`config.mk`:
```
export PLATFORM = sky130hd
export DESIGN_NAME = isr_status_sets
export DESIGN_NICKNAME = d
export VERILOG_FILES = /design/src/hdl/isr_status_sets.v
export VERILOG_INCLUDE_DIRS = /design/src /design/src/hdl
export SDC_FILE = /design/constraint.sdc
export NUM_CORES = 1
export LEC_CHECK = 0
export ABC_AREA = 1
export BUFFER_PORTS_ARGS = -buffer_cell sky130_fd_sc_hd__clkbuf_2
export CORE_ASPECT_RATIO = 2
export CORE_MARGIN = 8
export CORE_UTILIZATION = 30
export CTS_CLUSTER_SIZE = 16
export DETAILED_ROUTE_END_ITERATION = 16
export PLACE_DENSITY = 0.45
export REMOVE_ABC_BUFFERS = 1
export SYNTH_ARGS = -nofsm -noshare
export SYNTH_HDL_FRONTEND = slang
export SYNTH_SLANG_ARGS = --single-unit
```
`constraint.sdc`:
```
create_clock -name clk -period 6.9 [get_ports clk]
set_clock_uncertainty 0.1 [all_clocks]
set_input_delay 0.69 -clock clk [delete_from_list [all_inputs] [get_ports clk]]
set_output_delay 0.69 -clock clk [all_outputs]
set_load 0.02 [all_outputs]
```
`src/hdl/isr_map.vh`:
```
// Register set selectors, field positions and preset values for the status sets
`ifndef ISR_MAP_VH
`define ISR_MAP_VH
// Set selectors
`define ISR_SET_DEV 4'h0
`define ISR_SET_OPER 4'h1
`define ISR_SET_CAL 4'h2
`define ISR_SET_LLF 4'h3
`define ISR_SET_MEAS 4'h4
`define ISR_SET_MRD 4'h5
`define ISR_SET_TRIG 4'h6
`define ISR_SET_HLF 4'h7
`define ISR_SET_QUES 4'h8
`define ISR_SET_COUNT 9
// Register selectors within a set
`define ISR_REG_COND 3'h0
`define ISR_REG_EVENT 3'h1
`define ISR_REG_ENABLE 3'h2
`define ISR_REG_RISE 3'h3
`define ISR_REG_FALL 3'h4
// Field positions
`define ISR_DEV_NVM_BIT 3
`define ISR_SUB_STATUS_BIT 1
`define ISR_OPER_CAL_BIT 0
`define ISR_OPER_MEAS_BIT 4
`define ISR_OPER_TRIG_BIT 5
`define ISR_OPER_MRD_BIT 10
`define ISR_OPER_LLF_BIT 11
`define ISR_OPER_HLF_BIT 12
`define ISR_QUES_PWR_BIT 3
`define ISR_QUES_CAL_BIT 8
`define ISR_QUES_POST_BIT 9
// Masks of implemented bits per set
`define ISR_DEV_MASK 16'h0008
`define ISR_OPER_MASK 16'h1c31
`define ISR_SUB_MASK 16'h0002
`define ISR_QUES_MASK 16'h0308
`define ISR_WRITE_MASK 16'h7fff
// Preset and reset values
`define ISR_ALL_ZERO 16'h0000
`define ISR_ALL_ONES 16'h7fff
`endif

```
`src/hdl/isr_status_sets.v`:
```
// Instrument status register sets with transition filters and summaries
`timescale 1ns/10ps
`default_nettype none
`include "isr_map.vh"
module isr_status_sets #(
    parameter WIDTH = 16
) (
    // System clock
    input wire clk,
    // Synchronous reset, active high
    input wire sys_rst,

    // Status sources, all on the system clock
    // Nonvolatile memory has failed
    input wire nvm_failed,
    // Zeroing or calibration run begins
    input wire cal_start,
    // Zeroing or calibration run finished
    input wire cal_done,
    // Measurement in progress
    input wire meas_busy,
    // Measurement completed this cycle
    input wire meas_done,
    // Low limit test enabled
    input wire low_test_en,
    // Low limit comparison failed
    input wire low_test_fail,
    // High limit test enabled
    input wire high_test_en,
    // High limit comparison failed
    input wire high_test_fail,
    // Fetch from nonvolatile storage
    input wire mem_fetch_busy,
    // Entry to waiting for trigger
    input wire trig_enter_wait,
    // Entry to idle
    input wire trig_enter_idle,
    // Power sub-set enabled event OR
    input wire ques_pwr_summary,
    // Calibration sub-set enabled event OR
    input wire ques_cal_summary,
    // Self-test result strobe
    input wire selftest_done,
    // Self-test result, high on failure
    input wire selftest_fail,
    // Status preset action
    input wire status_preset,

    // Register access
    // Write request
    input wire reg_wr,
    // Read request
    input wire reg_rd,
    // Register set selector
    input wire [3:0] reg_set,
    // Register within the set
    input wire [2:0] reg_sel,
    // Write data
    input wire [WIDTH-1:0] reg_wdata,
    // Read data, held until the next read
    output reg [WIDTH-1:0] reg_rdata,
    // Read answer, one cycle
    output reg reg_rvalid
);
    // Register storage, one word per set
    // Condition words as last sampled
    reg [WIDTH-1:0] cond [0:`ISR_SET_COUNT-1];
    // Latched event words
    reg [WIDTH-1:0] event_r [0:`ISR_SET_COUNT-1];
    // Enable masks
    reg [WIDTH-1:0] enable [0:`ISR_SET_COUNT-1];
    // Rising transition filters
    reg [WIDTH-1:0] rise [0:`ISR_SET_COUNT-1];
    // Falling transition filters
    reg [WIDTH-1:0] fall [0:`ISR_SET_COUNT-1];

    // Sticky source state of the calibration, limit and trigger sub-sets and the self-test result
    // Calibration run under way
    reg cal_active;
    // Low limit result memory
    reg low_fail;
    // High limit result memory
    reg high_fail;
    // Waiting for trigger
    reg trig_wait;
    // Self-test failed
    reg post_fail;

    // Next condition values, combinational
    reg [WIDTH-1:0] next_cond [0:`ISR_SET_COUNT-1];

    // Enabled-event OR per set
    wire [`ISR_SET_COUNT-1:0] summary;

    // Access decode
    wire set_ok = (reg_set < `ISR_SET_COUNT);

    // Loop index shared by both generate loops
    genvar g;
    generate
        // One summary bit per set; the six sub-set bits feed the operation word
        for (g = 0; g < `ISR_SET_COUNT; g = g + 1) begin : g_sum
            assign summary[g] = |(event_r[g] & enable[g]);
        end
    endgenerate

    // Sticky status sources
    // Each flag except post_fail is set by a start or failure strobe and cleared by an end strobe; post_fail loads selftest_fail on selftest_done
    always @(posedge clk) begin
        // Reset clears every source
        if (sys_rst) begin
            cal_active <= 1'b0;
            low_fail <= 1'b0;
            high_fail <= 1'b0;
            trig_wait <= 1'b0;
            post_fail <= 1'b0;
        end else begin
            // Normal update, set beats clear
            // Calibrating run flag
            // Set on start
            if (cal_start) begin
                cal_active <= 1'b1;
            end else if (cal_done) begin
                cal_active <= 1'b0;
            end

            // Low limit result memory
            // Low failure sets
            if (low_test_fail) begin
                low_fail <= 1'b1;
            end else if (meas_done && low_test_en) begin
                low_fail <= 1'b0;
            end

            // High limit result memory
            // High failure sets
            if (high_test_fail) begin
                high_fail <= 1'b1;
            end else if (meas_done && high_test_en) begin
                high_fail <= 1'b0;
            end

            // Trigger wait flag
            // Wait sets, idle clears
            if (trig_enter_wait) begin
                trig_wait <= 1'b1;
            end else if (trig_enter_idle) begin
                trig_wait <= 1'b0;
            end

            // Self-test outcome, held between strobes
            // Self-test result
            if (selftest_done) begin
                post_fail <= selftest_fail;
            end
        end
    end

    // Condition composition from sources and summaries
    // Summaries lag their sub-set events by one cycle
    always @* begin : p_cond
        integer i;
        // Clear every word, unused bits stay zero
        for (i = 0; i < `ISR_SET_COUNT; i = i + 1) begin
            next_cond[i] = `ISR_ALL_ZERO;
        end

        next_cond[`ISR_SET_DEV][`ISR_DEV_NVM_BIT] = nvm_failed;
        // Calibrating run flag
        next_cond[`ISR_SET_CAL][`ISR_SUB_STATUS_BIT] = cal_active;
        // Low limit fail memory
        next_cond[`ISR_SET_LLF][`ISR_SUB_STATUS_BIT] = low_fail;
        next_cond[`ISR_SET_MEAS][`ISR_SUB_STATUS_BIT] = meas_busy && !meas_done;
        next_cond[`ISR_SET_MRD][`ISR_SUB_STATUS_BIT] = mem_fetch_busy;
        // Trigger wait flag
        next_cond[`ISR_SET_TRIG][`ISR_SUB_STATUS_BIT] = trig_wait;
        // High limit fail memory
        next_cond[`ISR_SET_HLF][`ISR_SUB_STATUS_BIT] = high_fail;

        next_cond[`ISR_SET_OPER][`ISR_OPER_CAL_BIT] = summary[`ISR_SET_CAL];
        // Measuring summary
        next_cond[`ISR_SET_OPER][`ISR_OPER_MEAS_BIT] = summary[`ISR_SET_MEAS];
        // Trigger wait summary
        next_cond[`ISR_SET_OPER][`ISR_OPER_TRIG_BIT] = summary[`ISR_SET_TRIG];
        // Memory read summary
        next_cond[`ISR_SET_OPER][`ISR_OPER_MRD_BIT] = summary[`ISR_SET_MRD];
        // Low limit fail summary
        next_cond[`ISR_SET_OPER][`ISR_OPER_LLF_BIT] = summary[`ISR_SET_LLF];
        // High limit fail summary
        next_cond[`ISR_SET_OPER][`ISR_OPER_HLF_BIT] = summary[`ISR_SET_HLF];

        next_cond[`ISR_SET_QUES][`ISR_QUES_PWR_BIT] = ques_pwr_summary;
        next_cond[`ISR_SET_QUES][`ISR_QUES_CAL_BIT] = ques_cal_summary;
        next_cond[`ISR_SET_QUES][`ISR_QUES_POST_BIT] = post_fail;
    end

    // Per-set registers: condition, event, enables and filters
    generate
        for (g = 0; g < `ISR_SET_COUNT; g = g + 1) begin : g_set
            // Implemented-bit mask of this set
            wire [WIDTH-1:0] impl_mask = (g == `ISR_SET_DEV) ? `ISR_DEV_MASK :
                                         (g == `ISR_SET_OPER) ? `ISR_OPER_MASK :
                                         (g == `ISR_SET_QUES) ? `ISR_QUES_MASK :
                                         `ISR_SUB_MASK;
            // Transition edges of the condition
            wire [WIDTH-1:0] rising_edges = next_cond[g] & ~cond[g];
            wire [WIDTH-1:0] falling_edges = ~next_cond[g] & cond[g];
            // This set is addressed
            wire hit = set_ok && (reg_set == g);
            // Enable preset value of this set
            wire [WIDTH-1:0] en_preset = ((g == `ISR_SET_OPER) || (g == `ISR_SET_QUES)) ?
                                         `ISR_ALL_ZERO : `ISR_ALL_ONES;

            // Registers of one set
            // Writes in a preset cycle are lost, preset wins
            always @(posedge clk) begin
                // Reset values of every register
                if (sys_rst) begin
                    cond[g] <= `ISR_ALL_ZERO;
                    event_r[g] <= `ISR_ALL_ZERO;
                    enable[g] <= `ISR_ALL_ZERO;
                    rise[g] <= `ISR_ALL_ONES;
                    fall[g] <= `ISR_ALL_ZERO;
                end else begin
                    // Condition, event and filter updates
                    // Unused bits forced zero
                    cond[g] <= next_cond[g] & impl_mask;
                    if (hit && reg_rd && reg_sel == `ISR_REG_EVENT) begin
                        event_r[g] <= (rising_edges & rise[g] | falling_edges & fall[g])
                                      & impl_mask;
                    end else begin
                        event_r[g] <= event_r[g] | ((rising_edges & rise[g] |
                                      falling_edges & fall[g]) & impl_mask);
                    end
                    if (status_preset) begin
                        enable[g] <= en_preset;
                        rise[g] <= `ISR_ALL_ONES;
                        fall[g] <= `ISR_ALL_ZERO;
                    end else if (hit && reg_wr) begin
                        // Software write, condition and event ignore it
                        // Store low 15 bits
                        if (reg_sel == `ISR_REG_ENABLE) begin
                            enable[g] <= reg_wdata & `ISR_WRITE_MASK;
                        end
                        // Rising filter write
                        if (reg_sel == `ISR_REG_RISE) begin
                            rise[g] <= reg_wdata & `ISR_WRITE_MASK;
                        end
                        // Falling filter write
                        if (reg_sel == `ISR_REG_FALL) begin
                            fall[g] <= reg_wdata & `ISR_WRITE_MASK;
                        end
                    end
                end
            end
        end
    endgenerate


    // Read port, one cycle after the request
    // Data holds between reads so software may sample late
    always @(posedge clk) begin
        // Idle outputs in reset
        if (sys_rst) begin
            reg_rdata <= `ISR_ALL_ZERO;
            reg_rvalid <= 1'b0;
        end else begin
            // Answer flag follows the request
            reg_rvalid <= reg_rd;
            // Known set: pick the register
            if (reg_rd && set_ok) begin
                case (reg_sel)
                    `ISR_REG_COND: begin
                        reg_rdata <= cond[reg_set];
                    end
                    // Event read, cleared in the set logic
                    `ISR_REG_EVENT: begin
                        reg_rdata <= event_r[reg_set];
                    end
                    // Enable mask
                    `ISR_REG_ENABLE: begin
                        reg_rdata <= enable[reg_set];
                    end
                    // Rising filter
                    `ISR_REG_RISE: begin
                        reg_rdata <= rise[reg_set];
                    end
                    // Falling filter
                    `ISR_REG_FALL: begin
                        reg_rdata <= fall[reg_set];
                    end
                    // Unused selector reads zero
                    default: begin
                        reg_rdata <= `ISR_ALL_ZERO;
                    end
                endcase
            end else if (reg_rd) begin
                // Unknown set reads zero
                reg_rdata <= `ISR_ALL_ZERO;
            end
        end
    end
endmodule // isr_status_sets
`default_nettype wire

```
==> results.yml <==
outcome:
  outcome: "finished clean"
clock_network:
  ctsHoldBuffers: 0
  htreeDepth: 2
  post_cts_resize_count: 0
  clock_latency_ns: 0.59
  cts_root_buffer: "clkbuf_16"
  cts_buffer_depth: 3
  clock-sinks: 458
  clkTransAtPathRegs_ns: 0.06
  post_cts_buffers: 0
  cts_buffers: 47
  cts_tree: "yes"
final_layout:
  finalNetCount: 2345
  drive_gt1_share_pct: 7.25
  syn2layout_area_growth_pct: 12.6
  utilization_pct: 33.9
critical_path:
  r2r_setup_slack_ns: 4.86
  endpoint_kind: "flip-flop"
  start_kind: "input port"
  path_max_fanout: 30
  crit_type: "input port to flip-flop"
  worstSetupStartpoint: "reg_set[1]"
  crit_required_ns: 7.31
  r2r_start: "fall[1][0]$_SDFFCE_PN0P_"
  worstRegToRegCells: 10
  setup.worst_path.end: "reg_rdata[2]$_SDFFE_PP0P_"
  crit_arrival_ns: 4.34
  rr_endpoint: "reg_rdata[0]$_SDFFE_PP0P_"
route:
  vias_per_cell: 4.91
  drt_iter0_drc: 1192
  first_pass_iters: 7
  vias: 15900
  wirelength_mm: 72.8
  drcViolationCount: 0
  wl_per_cell_um: 22.5
  ant_nets: 0
floorplanning:
  die_area_mm2: 0.0788
  core_area_mm2: 0.0693
  die_w_um: 203
  start_util_pct: 30.1
  boundaryPins: 61
  rows: 137
  die_y_um: 389
pwr:
  vdd_ir_drop_max_v: 0.000187
  power.density_mw_per_mm2: 267
  power.leakage_nw: 9.32
synth:
  syn_area_per_cell_um2: 9.09
  async_reset_ff_share_pct: 0
  ys_ff_latch: 458
  synth.distinct_cells: 22
  synthCells: 2295
  yosysTopAreaCell: "edfxtp_1"
  ys_top_cells_by_area: "edfxtp_1, nand2_1, nor2_1"
  ys_seq_area_share_pct: 64.1
  syn_area_mm2: 0.0209
  synth-edff-count: 421
  synth_top_area_share_pct: 60.6
  synth_flop_cell: "edfxtp_1"
  synth.yosys.warnings: 0
sta:
  hold_viol: 0
  period_needed_ns: 3.93
  worst_pin_slew_ns: 1.31
  setup_tns_ns: 0
  setup_viol: 0
  post-route-period-util_pct: 57.0
  max_slew_margin_pct: 12.3
  slew_violations: 0
  max_freq_ghz: 0.254
  rsz0062_at_grt: "false"
run:
  max_cap_viol_count: 0
grt:
  grt_antenna_before_repair: 1
  grt_pass1_vias: 15500
  grt_max_degree: 106
  grt_usage_pct: 18.3
  grt_pass1_wl_mm: 107
  grt_overflow: 0
place:
  numPortBuffers: 58
  dp.final_hpwl_mm: 45.0
  gp_congestion: 0.859
hold_path:
  hp-class: "input port to flip-flop"
==> cells in the final DEF (no fill, tap or decap) <==
| cell | count |
|---|---|
| nand3_1 | 105 |
| diode_2 | 2 |
| o31ai_1 | 2 |
| a21oi_1 | 31 |
| inv_1 | 49 |
| a32oi_1 | 9 |
| edfxtp_1 | 421 |
| clkinv_2 | 5 |
| a31oi_1 | 9 |
| dfxtp_1 | 37 |
| nand4_1 | 37 |
| nor2_1 | 212 |
| nor3_2 | 2 |
| nor2_2 | 3 |
| buf_4 | 39 |
| clkinv_4 | 1 |
| clkbuf_16 | 49 |
| clkbuf_1 | 15 |
| nand2_2 | 1 |
| buf_12 | 1 |
| o21ai_0 | 127 |
| bufinv_16 | 2 |
| conb_1 | 17 |
| clkbuf_2 | 57 |
| nand2_1 | 1060 |
| nor3_1 | 4 |
| clkinv_1 | 23 |
| o21ai_1 | 5 |
| nor2_4 | 4 |
| clkbuf_8 | 4 |
| nor4_4 | 1 |
==> where the power goes <==
group / internal, W / switching (W)
combinational: 0.000121 / 0.000404
sequential: 0.00320 / 0.0000613
clock: 0.00141 / 0.00109
total: 0.00473 / 0.00156
==> worst max-delay path, stage by stage <==
cell	delay, ns
clkbuf_2	0.63
clkinv_2	0.64
nor2_4	0.94
buf_4	0.43
nand2_1	0.09
nand4_1	0.18
nand2_1	0.08
nand3_1	0.18
nand2_1	0.07
nand3_1	0.10
nand2_1	0.11
a21oi_1	0.14
==> how the worst min path moves through the flow <==
stage,endpoint,slack [ns],cells past startpoint,from
CTS,cal_active$_SDFFE_PP0P_,0.17,2,cal_done
finish,cal_active$_SDFFE_PP0P_,0.20,2,cal_done
global placement,reg_rdata[14]$_SDFFE_PP0P_,0.36,2,reg_rdata[14]$_SDFFE_PP0P_
global route,trig_wait$_SDFFE_PP0P_,0.20,2,trig_enter_idle
detailed placement,reg_rdata[10]$_SDFFE_PP0P_,0.36,2,reg_rdata[10]$_SDFFE_PP0P_
floorplan,cond[2][1]$_SDFF_PP0_,0.34,2,cal_active$_SDFFE_PP0P_
==> per-stage QoR <==
step	worst slack [ns]	std cells	area [µm²]	power, W	hold WS, ns
3_3_place_gp	2.44	3155	22100	0.00384	0.357
3_5_place_dp	2.37	3155	22100	0.00385	0.358
2_1_floorplan	2.48	2155	20300	0.00357	0.340
6_report	2.97	3237	23500	0.00629	0.202
5_1_grt	2.83	3235	23500	0.00650	0.201
4_1_cts	2.99	3235	23500	0.00634	0.171
==> layer usage <==
| metal | up-vias | track usage (%) | routed length, µm |
|---|---|---|---|
| met5 | - | 0 | 0 |
| met4 | 0 | 8.08 | 3420 |
| met3 | 124 | 2.38 | 3680 |
| met2 | 487 | 29.7 | 34300 |
| met1 | 7744 | 24.1 | 31400 |
| li1 | 7537 | - | - |
==> area by class of cell <==
| cell class | instances | area, µm² |
|---|---|---|
| timing repair buffer | 97 | 598 |
| tap | 903 | 1130 |
| fill | 7257 | 45700 |
| multi-input combinational | 1629 | 6690 |
| sequential | 458 | 13400 |
| clock buffer | 68 | 1340 |
| inverter | 68 | 258 |
| antenna | 2 | 5.00 |
| clock inverter | 12 | 106 |
==> flip-flops by register name, indices dropped and copies added (netlist names) <==
| register | cells |
|---|---|
| enable | 135 |
| fall | 135 |
| rise | 135 |
| cond | 16 |
| event_r | 16 |
| reg_rdata | 15 |
| cal_active | 1 |
| high_fail | 1 |
| low_fail | 1 |
| post_fail | 1 |
| reg_rvalid | 1 |
| trig_wait | 1 |
==> synth_stat cells (3+ instances only) <==
master / instances
nor2_1: 216
nand3_1: 105
nor2_2: 3
clkbuf_1: 97
edfxtp_1: 421
dfxtp_1: 37
nand2_1: 1061
a32oi_1: 9
nand4_1: 37
inv_1: 52
clkinv_1: 16
nor3_1: 5
buf_2: 37
o21ai_0: 132
a21oi_1: 31
a31oi_1: 9
buf_1: 19
==> logic make-up (layout without fill, tap and decap cells) <==
logic type / after synthesis / after routing / share of synthesized area [%]
AOI/OAI and AO/OA: 183 / 183 / 4.63
buffers and inverters: 223 / 245 / 4.27
DFF: 458 / 458 / 64.1
other: 2 / 19 / 0.0360
and+or+nand+nor: 1429 / 1429 / 27.0
Power figures use the tool's default switching activity.
